## src/vces_cfg.svh

```systemverilog
// Constants of the video capture event and status block.
// Assumes byte addresses on a 12-bit register address port.
`ifndef VCES_CFG_SVH
`define VCES_CFG_SVH

// ==========================================================
// Register offsets
`define VCES_OFS_STATUS 12'h100
`define VCES_OFS_MASK 12'h104
`define VCES_OFS_CTL 12'h10C

// ==========================================================
// Status register fields
`define VCES_PSTAT_MSB 31
`define VCES_PSTAT_LSB 28
`define VCES_B_RUN 27
`define VCES_B_ACK 25
`define VCES_B_FIELD 24
`define VCES_B_SYNC 19
`define VCES_B_OPC 18
`define VCES_B_ABORT 17
`define VCES_B_FPAR 16
`define VCES_B_BPAR 15
`define VCES_B_RESYNC 14
`define VCES_B_TLAT 13
`define VCES_B_BLAT 12
`define VCES_B_PREQ 11
`define VCES_B_PIN 9
`define VCES_B_SDONE 8
`define VCES_B_PRES 5
`define VCES_B_LOCK 4
`define VCES_B_OVF 3
`define VCES_B_LINE 2
`define VCES_B_FLD 1
`define VCES_B_FMT 0
`define VCES_EVT_W 24
`define VCES_EVT_IMPL 24'h0FFB3F

// ==========================================================
// Control register fields and reset values
`define VCES_B_EDGE 15
`define VCES_B_INV 14
`define VCES_B_DMAEN 1
`define VCES_MASK_RST 24'h000000
`define VCES_PSTAT_RST 4'h0

`endif

```

## src/vces_pkg.sv

```systemverilog
// Types of the video capture event and status block.
// Assumes nothing beyond a SystemVerilog compiler.
package vces_pkg;

  // ========================================================
  // Event sources, all synchronous to the PCI-side clock
  typedef struct packed {
    logic sync_eol_ovf;
    logic sync_mismatch;
    logic op_reserved;
    logic sync_stat_reserved;
    logic instr_error;
    logic master_abort;
    logic target_abort;
    logic data_parity;
    logic fetching;
    logic parity_resp_en;
    logic bus_parity;
    logic stream_resync;
    logic target_latency;
    logic fifo_drop;
    logic instr_irq;
    logic ext_interrupt_pin;
    logic serial_done;
    logic serial_acked;
    logic video_present;
    logic lock_change_event;
    logic luma_ovf;
    logic chroma_ovf;
    logic line_start;
    logic horizontal_reset_input;
    logic field_analog;
    logic field_port;
    logic format_change;
    logic dma_active;
  } vces_src_t;

  // ========================================================
  // Program status set and reset bits of an executed instruction
  typedef struct packed {
    logic strobe;
    logic [3:0] set;
    logic [3:0] clr;
  } vces_prog_t;

  // ========================================================
  // Control bits held here
  typedef struct packed {
    logic pin_edge_select;
    logic pin_invert_select;
    logic dma_program_enable;
  } vces_ctl_t;

endpackage

```

## src/vces_status.sv

```systemverilog
// Event and status register with interrupt mask and DMA control bits.
// Assumes single-cycle register strobes and synchronous event sources.
`timescale 1ns/100ps
`include "vces_cfg.svh"

// Function
// Writing one clears that event bit; zero bits stay unchanged.
// All event and status bits readable at any time.
// Program status set and reset by instruction bits; read-only.
// Running bit reads zero while the DMA controller is disabled.
// Ack set on good serial transfer, cleared with done on no-ack.
// Field bit: zero odd field, one even field.
// Sync error on end-of-line counter overflow or sync mismatch.
// Opcode error on reserved opcode, sync status, or instruction error.
// Bus abort on master or target abort.
// Fetch parity error sets event and clears DMA program enable.
// Any bus parity error sets parity event, regardless of response.
// Stream resync when FIFO counts disagree with the program.
// Target latency when overrun ends the master transaction.
// Bus latency while overrun drops double words.
// Program request when executed instruction asks for interrupt.
// Pin event on programmed edge or level of the pin.
// Serial done when a serial read or write finishes.
// Presence change when analog video appears or disappears.
// Lock change when horizontal lock changes.
// Converter overflow on luma or chroma converter overflow.
// Line start on new analog line or horizontal reset leading edge.
// Field change on analog or port field change.
// Format change when a new video standard is detected.
// Per-bit mask; level interrupt while any unmasked event pends.
// Pin source optionally inverted; level or rising edge selected.
// An event in the same cycle as its clear keeps the bit set.
module vces_status
  import vces_pkg::*;
(
  // Clock and reset
  input wire logic I_CLOCK,
  input wire logic I_RST,
  // Register port
  input wire logic [11:0] i_ADDR,
  input wire logic i_RD,
  input wire logic i_WR,
  input wire logic [31:0] i_WDATA,
  output logic [31:0] o_RDATA,
  output logic o_RVALID,
  // Event sources
  input wire vces_pkg::vces_src_t i_SRC,
  input wire vces_pkg::vces_prog_t i_PROG,
  // Interrupt and control
  output logic o_INTA,
  output vces_pkg::vces_ctl_t o_CTL
);
  import vces_pkg::*;

  // ========================================================
  // Address decode
  function automatic logic hit(input logic [11:0] a, input logic [11:0] ofs);
    return a == ofs;
  endfunction

  logic wr_stat;
  logic wr_mask;
  logic wr_ctl;
  assign wr_stat = i_WR && hit(i_ADDR, `VCES_OFS_STATUS);
  assign wr_mask = i_WR && hit(i_ADDR, `VCES_OFS_MASK);
  assign wr_ctl = i_WR && hit(i_ADDR, `VCES_OFS_CTL);

  // ========================================================
  // State
  logic [`VCES_EVT_W-1:0] evt_q;
  logic [`VCES_EVT_W-1:0] evt_d;
  logic [`VCES_EVT_W-1:0] mask_q;
  logic [`VCES_EVT_W-1:0] mask_d;
  logic [3:0] pstat_q;
  logic [3:0] pstat_d;
  logic run_q;
  logic ack_q;
  logic ack_d;
  logic field_q;
  vces_ctl_t ctl_q;
  vces_ctl_t ctl_d;
  logic [4:0] prev_q;
  logic primed_q;
  logic [31:0] rdata_d;

  // ========================================================
  // Change and edge detection of level sources
  logic [4:0] lvl_now;
  logic [4:0] lvl_chg;
  assign lvl_now = {i_SRC.horizontal_reset_input, i_SRC.field_port,
                    i_SRC.field_analog, i_SRC.lock_change_event, i_SRC.video_present};
  assign lvl_chg = primed_q ? (lvl_now ^ prev_q) : 5'h00;

  logic hres_edge;
  assign hres_edge = lvl_chg[4] & lvl_now[4];

  logic pin_evt;
  vces_pin_cond u_pin (
    .i_clk(I_CLOCK),
    .i_rst(I_RST),
    .i_pin(i_SRC.ext_interrupt_pin),
    .i_invert(ctl_q.pin_invert_select),
    .i_edge(ctl_q.pin_edge_select),
    .o_event(pin_evt)
  );

  logic fetch_perr;
  assign fetch_perr = i_SRC.parity_resp_en & i_SRC.data_parity & i_SRC.fetching;

  // ========================================================
  // Event set vector
  logic [`VCES_EVT_W-1:0] set_raw;
  logic [`VCES_EVT_W-1:0] evt_set;
  logic [`VCES_EVT_W-1:0] evt_clr;
  assign set_raw[23:20] = 4'h0;
  assign set_raw[`VCES_B_SYNC] = i_SRC.sync_eol_ovf | i_SRC.sync_mismatch;
  assign set_raw[`VCES_B_OPC] = i_SRC.op_reserved | i_SRC.sync_stat_reserved
                               | i_SRC.instr_error;
  assign set_raw[`VCES_B_ABORT] = i_SRC.master_abort | i_SRC.target_abort;
  assign set_raw[`VCES_B_FPAR] = fetch_perr;
  assign set_raw[`VCES_B_BPAR] = i_SRC.bus_parity;
  assign set_raw[`VCES_B_RESYNC] = i_SRC.stream_resync;
  assign set_raw[`VCES_B_TLAT] = i_SRC.target_latency;
  assign set_raw[`VCES_B_BLAT] = i_SRC.fifo_drop;
  assign set_raw[`VCES_B_PREQ] = i_SRC.instr_irq;
  assign set_raw[10] = 1'h0;
  assign set_raw[`VCES_B_PIN] = pin_evt;
  assign set_raw[`VCES_B_SDONE] = i_SRC.serial_done;
  assign set_raw[7:6] = 2'h0;
  assign set_raw[`VCES_B_PRES] = lvl_chg[0];
  assign set_raw[`VCES_B_LOCK] = lvl_chg[1];
  assign set_raw[`VCES_B_OVF] = i_SRC.luma_ovf | i_SRC.chroma_ovf;
  assign set_raw[`VCES_B_LINE] = i_SRC.line_start | hres_edge;
  assign set_raw[`VCES_B_FLD] = lvl_chg[2] | lvl_chg[3];
  assign set_raw[`VCES_B_FMT] = i_SRC.format_change;
  assign evt_set = set_raw & `VCES_EVT_IMPL;
  assign evt_clr = wr_stat ? i_WDATA[`VCES_EVT_W-1:0] : `VCES_MASK_RST;

  // ========================================================
  // Sticky event bits, set beats clear
  genvar g;
  generate
    for (g = 0; g < `VCES_EVT_W; g++) begin : g_evt
      assign evt_d[g] = evt_set[g] | (evt_q[g] & ~evt_clr[g]);
      always_ff @(posedge I_CLOCK or posedge I_RST) begin
        if (I_RST) begin
          evt_q[g] <= 1'h0;
        end else begin
          evt_q[g] <= evt_d[g];
        end
      end
    end
  endgenerate

  // ========================================================
  // Live status, mask and control next values
  assign pstat_d = i_PROG.strobe ? ((pstat_q & ~i_PROG.clr) | i_PROG.set) : pstat_q;
  assign ack_d = i_SRC.serial_done ? i_SRC.serial_acked : ack_q;
  assign mask_d = wr_mask ? i_WDATA[`VCES_EVT_W-1:0] : mask_q;
  assign ctl_d.pin_edge_select = wr_ctl ? i_WDATA[`VCES_B_EDGE] : ctl_q.pin_edge_select;
  assign ctl_d.pin_invert_select = wr_ctl ? i_WDATA[`VCES_B_INV] : ctl_q.pin_invert_select;
  assign ctl_d.dma_program_enable = fetch_perr ? 1'h0 :
                                    wr_ctl ? i_WDATA[`VCES_B_DMAEN] : ctl_q.dma_program_enable;

  // ========================================================
  // Read data
  logic [31:0] stat_word;
  assign stat_word = {pstat_q, run_q, 1'h0, ack_q, field_q, evt_q};
  assign rdata_d = hit(i_ADDR, `VCES_OFS_STATUS) ? stat_word :
                   hit(i_ADDR, `VCES_OFS_MASK) ? {8'h00, mask_q} :
                   hit(i_ADDR, `VCES_OFS_CTL) ? {16'h0000, ctl_q.pin_edge_select,
                     ctl_q.pin_invert_select, 12'h000, ctl_q.dma_program_enable, 1'h0} :
                   32'h00000000;

  always_ff @(posedge I_CLOCK or posedge I_RST) begin
    if (I_RST) begin
      pstat_q <= `VCES_PSTAT_RST;
      ack_q <= 1'h0;
      field_q <= 1'h0;
      run_q <= 1'h0;
      mask_q <= `VCES_MASK_RST;
      ctl_q <= '0;
    end else begin
      pstat_q <= pstat_d;
      ack_q <= ack_d;
      field_q <= i_SRC.field_analog;
      run_q <= ctl_d.dma_program_enable & i_SRC.dma_active;
      mask_q <= mask_d;
      ctl_q <= ctl_d;
    end
  end

  always_ff @(posedge I_CLOCK or posedge I_RST) begin
    if (I_RST) begin
      prev_q <= 5'h00;
      primed_q <= 1'h0;
    end else begin
      prev_q <= lvl_now;
      primed_q <= 1'h1;
    end
  end

  always_ff @(posedge I_CLOCK or posedge I_RST) begin
    if (I_RST) begin
      o_RDATA <= 32'h00000000;
      o_RVALID <= 1'h0;
      o_INTA <= 1'h0;
    end else begin
      o_RDATA <= i_RD ? rdata_d : 32'h00000000;
      o_RVALID <= i_RD;
      o_INTA <= |(evt_d & mask_d);
    end
  end

  assign o_CTL = ctl_q;
endmodule

```

## src/vces_pin_cond.sv

```systemverilog
// External interrupt pin conditioner: invert, then level or rising edge.
// Assumes the pin is already synchronous to the clock.
`timescale 1ns/100ps
module vces_pin_cond (
  // Clock and reset
  input wire logic i_clk,
  input wire logic i_rst,
  // Pin and selects
  input wire logic i_pin,
  input wire logic i_invert,
  input wire logic i_edge,
  // Condition
  output logic o_event
);
  logic lvl;
  logic prev_q;

  assign lvl = i_pin ^ i_invert;
  assign o_event = i_edge ? (lvl & ~prev_q) : lvl;

  always_ff @(posedge i_clk or posedge i_rst) begin
    if (i_rst) begin
      prev_q <= 1'h1;
    end else begin
      prev_q <= lvl;
    end
  end
endmodule

```

## config.mk

```make
export PLATFORM = sky130hd
export DESIGN_NAME = vces_status
export DESIGN_NICKNAME = d
export VERILOG_FILES = /design/src/vces_pkg.sv /design/src/vces_status.sv /design/src/vces_pin_cond.sv
export VERILOG_INCLUDE_DIRS = /design/src
export SDC_FILE = /design/constraint.sdc
export NUM_CORES = 1
export LEC_CHECK = 0
export ABC_AREA = 1
export ABC_CLOCK_PERIOD_IN_PS = 3830
export BUFFER_PORTS_ARGS = -buffer_cell sky130_fd_sc_hd__buf_4
export CAP_MARGIN = 20
export CORE_UTILIZATION = 52
export CTS_CLUSTER_DIAMETER = 120
export DETAILED_ROUTE_END_ITERATION = 16
export GPL_ROUTABILITY_DRIVEN = 1
export PLACE_DENSITY_LB_ADDON = 0.08
export REMOVE_ABC_BUFFERS = 1
export SYNTH_ARGS = -nofsm -noshare
export SYNTH_HDL_FRONTEND = slang
export SYNTH_SLANG_ARGS = --single-unit
```

## constraint.sdc

```tcl
create_clock -name I_CLOCK -period 3.83 [get_ports I_CLOCK]
set_input_delay 0.383 -clock I_CLOCK [delete_from_list [all_inputs] [get_ports I_CLOCK]]
set_output_delay 0.383 -clock I_CLOCK [all_outputs]
set_load 0.02 [all_outputs]
```

==> flow_summary.toml <==
[pwr]
switchingPower_mw = 0.426
clockPowerShare = 0.392
p_seq_frac = 0.538
peakVddDrop_v = 0.000282
internal_power_mw = 1.50
pwr-share-comb = 0.070
leakage_nw = 3.02
power_density_nw_per_um2 = 363
swShare = 0.221

[clock_network]
clock_latency_ps = 350
cts_sinks = 97
cts_resized = 0
clkTransAtPathRegs_ps = 100
cts_tree = "built"
holdBufCountCts = 0
cts_buffer_depth = 2
numCtsBuffers = 9
post_cts_buffers = 0
clock_tree.root_cell = "clkbuf_8"
cts_max_level = 3

[worst_setup_path]
crit_type = "in2reg"
worst_setup_path_start_kind = "input pin"
reg2reg_slack_ps = 2370
required_ps = 4090
r2r_end = "o_INTA"
reg2reg_from = "prev_q[3]"
crit_fanout = 13
critPathCaptureType = "flip-flop"
cp_data_arrival_time_ps = 2560
ff2ff_path_depth = 9

[route]
drt_iter0_drc = 201
route.detailed.drc = 0
drt-pass1-iter-count = 4
vias_per_cell = 5.02
vias = 3462
drtAntennaViolNets = 0
wl_per_cell_um = 14.2
wl_mm = 9.78

[status]
status = "finished, final reports clean"

[global_routing]
antenna_found_initial = 0
gr-usage-all-layers = 0.245
grt_remaining_overflow = 0
grt_pass1_wl_mm = 15.9
grt_pass1_vias = 3484
grt_max_degree = 77

[yosys]
synth_warnings = 0
yosysSeqAreaShare = 0.575
ys_seq_elements = 97
synth_area_um2 = 4220
synth.avg_cell_area_um2 = 8.85
synth_cells = 477
synth_cell_types = 35

[timing]
setup_viol = 0
finalClockSkew_ps = 10.2
min_period_ps = 2310
fmax_mhz = 434
rsz0062_at_grt = "no"
finalSetupTns_ps = 0
final-hold-violation-count = 0
worst_pin_slew_ps = 952
finalMaxSlewViolations = 0
period_share = 0.602
max-slew-margin-rel = 0.365
layout_setup_ws_ps = 1520

[cells_and_area]
final_nets = 668
syn2layout_area_growth_pct = 26.0
layout_commonest_cell = "nand2_1"
stdcell_count = 690
fillCellCount = 653
antenna_cells = 0
final_core_util = 0.681
layout-drive-gt1-share = 0.262
register_area_um2 = 2430
final_cell_mix = "nand2_1, buf_4, dfrtp_1"
multi_input_area_um2 = 1400

[run]
max_cap_violations = 0

[worst_hold_path]
hold_class = "in2reg"
worstHoldPathCells = 1
holdCritStartpoint = "i_SRC[4]"
min_delay_worst_endpoint = "prev_q[4]"

[floorplanning]
std_cell_rows = 32
dieArea_um2 = 8480
core_um2 = 7810
dieWidth_um = 92.1
io_pins = 122
start_util = 0.541
die_h_um = 92.1

[placed_design]
portBuffers = 112
place.gp.congestion = 0.804
dp_hpwl_mm = 6.52
placedCellCount = 674
post-place-ws_ps = 1060
cells in the mapped netlist, drive strengths merged:
master,n,area share
nand4,26,0.039
o21ai,25,0.032
and2,1,0.0015
xor2,3,0.0062
buf,14,0.023
clkbuf,5,0.0044
clkinv,2,0.0021
inv,72,0.064
conb,2,0.0018
nand3,8,0.014
dfrtp,96,0.57
nor2,37,0.047
a21oi,2,0.0024
dfstp,1,0.0062
a22o,2,0.0042
nor3,1,0.0012
mux2,2,0.0053
a31o,1,0.0021
a21o,2,0.0036
o22ai,20,0.030
nand2,155,0.14
worst max-delay path by stage:
stage,end,cells past startpoint,slack [ps],startpoint
after floorplan,ack_q,1,910,I_RST
after global placement,o_RDATA[16],8,1160,i_ADDR[1]
after detailed placement,o_RDATA[16],8,1060,i_ADDR[1]
after CTS,o_RDATA[16],8,1450,i_ADDR[1]
after global routing,o_RDATA[22],8,1250,i_ADDR[1]
final,o_RDATA[16],8,1520,i_ADDR[1]
registers in the layout (all words and copies together), names as in the netlist:
name and count:
primed_q 1, o_INTA 1, o_RVALID 1, o_RDATA 31, o_CTL 3, pstat_q 4, prev_q 5, ack_q 1
run_q 1, u_pin.prev_q 1, mask_q 24, evt_q 24
per-stage QoR:
step	cell area [µm²]	power [mW]	hold WS, ps
finish	5320	1.93	133
global route	5320	2.00	118
CTS	5320	1.94	125
detailed placement	5090	1.20	460
global placement	5090	1.19	455
floorplan	4100	1.11	414
cell type report:
| class | instances | area share |
|---|---|---|
| Clock buffer | 12 | 0.0292 |
| Clock inverter | 4 | 0.0139 |
| Inverter | 74 | 0.0529 |
| Multi-Input combinational cell | 287 | 0.263 |
| Sequential cell | 97 | 0.457 |
| Tap cell | 102 | 0.0240 |
| Timing Repair Buffer | 114 | 0.161 |
worst max-delay path, cell delays in order:
cell and delay (ps):
buf_4 110, nor2_2 130, nand2_1 100, nor2_2 490, nand2_1 120, inv_1 360, nand3_1 560, o22ai_1 300
power groups by stage:
stage	sequential, mW	combinational (mW)	clock [mW]
after floorplan	1.06	0.0464	0
after global placement	1.06	0.134	0
after detailed placement	1.06	0.137	0
after CTS	1.04	0.137	0.765
after global routing	1.04	0.150	0.807
final	1.04	0.136	0.756
cell families (layout without fill, tap and decap cells):
family / Yosys count / in the layout / share of synthesized area
AND/OR/NAND/NOR: 228 / 228 / 0.243
flip-flops: 97 / 97 / 0.575
other: 2 / 2 / 0.00178
buffers and inverters: 93 / 204 / 0.0937
XOR/XNOR: 3 / 3 / 0.00623
multiplexers: 2 / 2 / 0.00534
AO/OA/AOI/OAI: 52 / 52 / 0.0741
layer usage:
layer	vias to the layer above	wire length, µm	GRT usage
met5	-	0	0
met4	0	101	0.0690
met3	10	668	0.0622
li1	1706	-	-
met1	1614	4090	0.305
met2	132	4920	0.421
(Power assumes the default switching activity.)
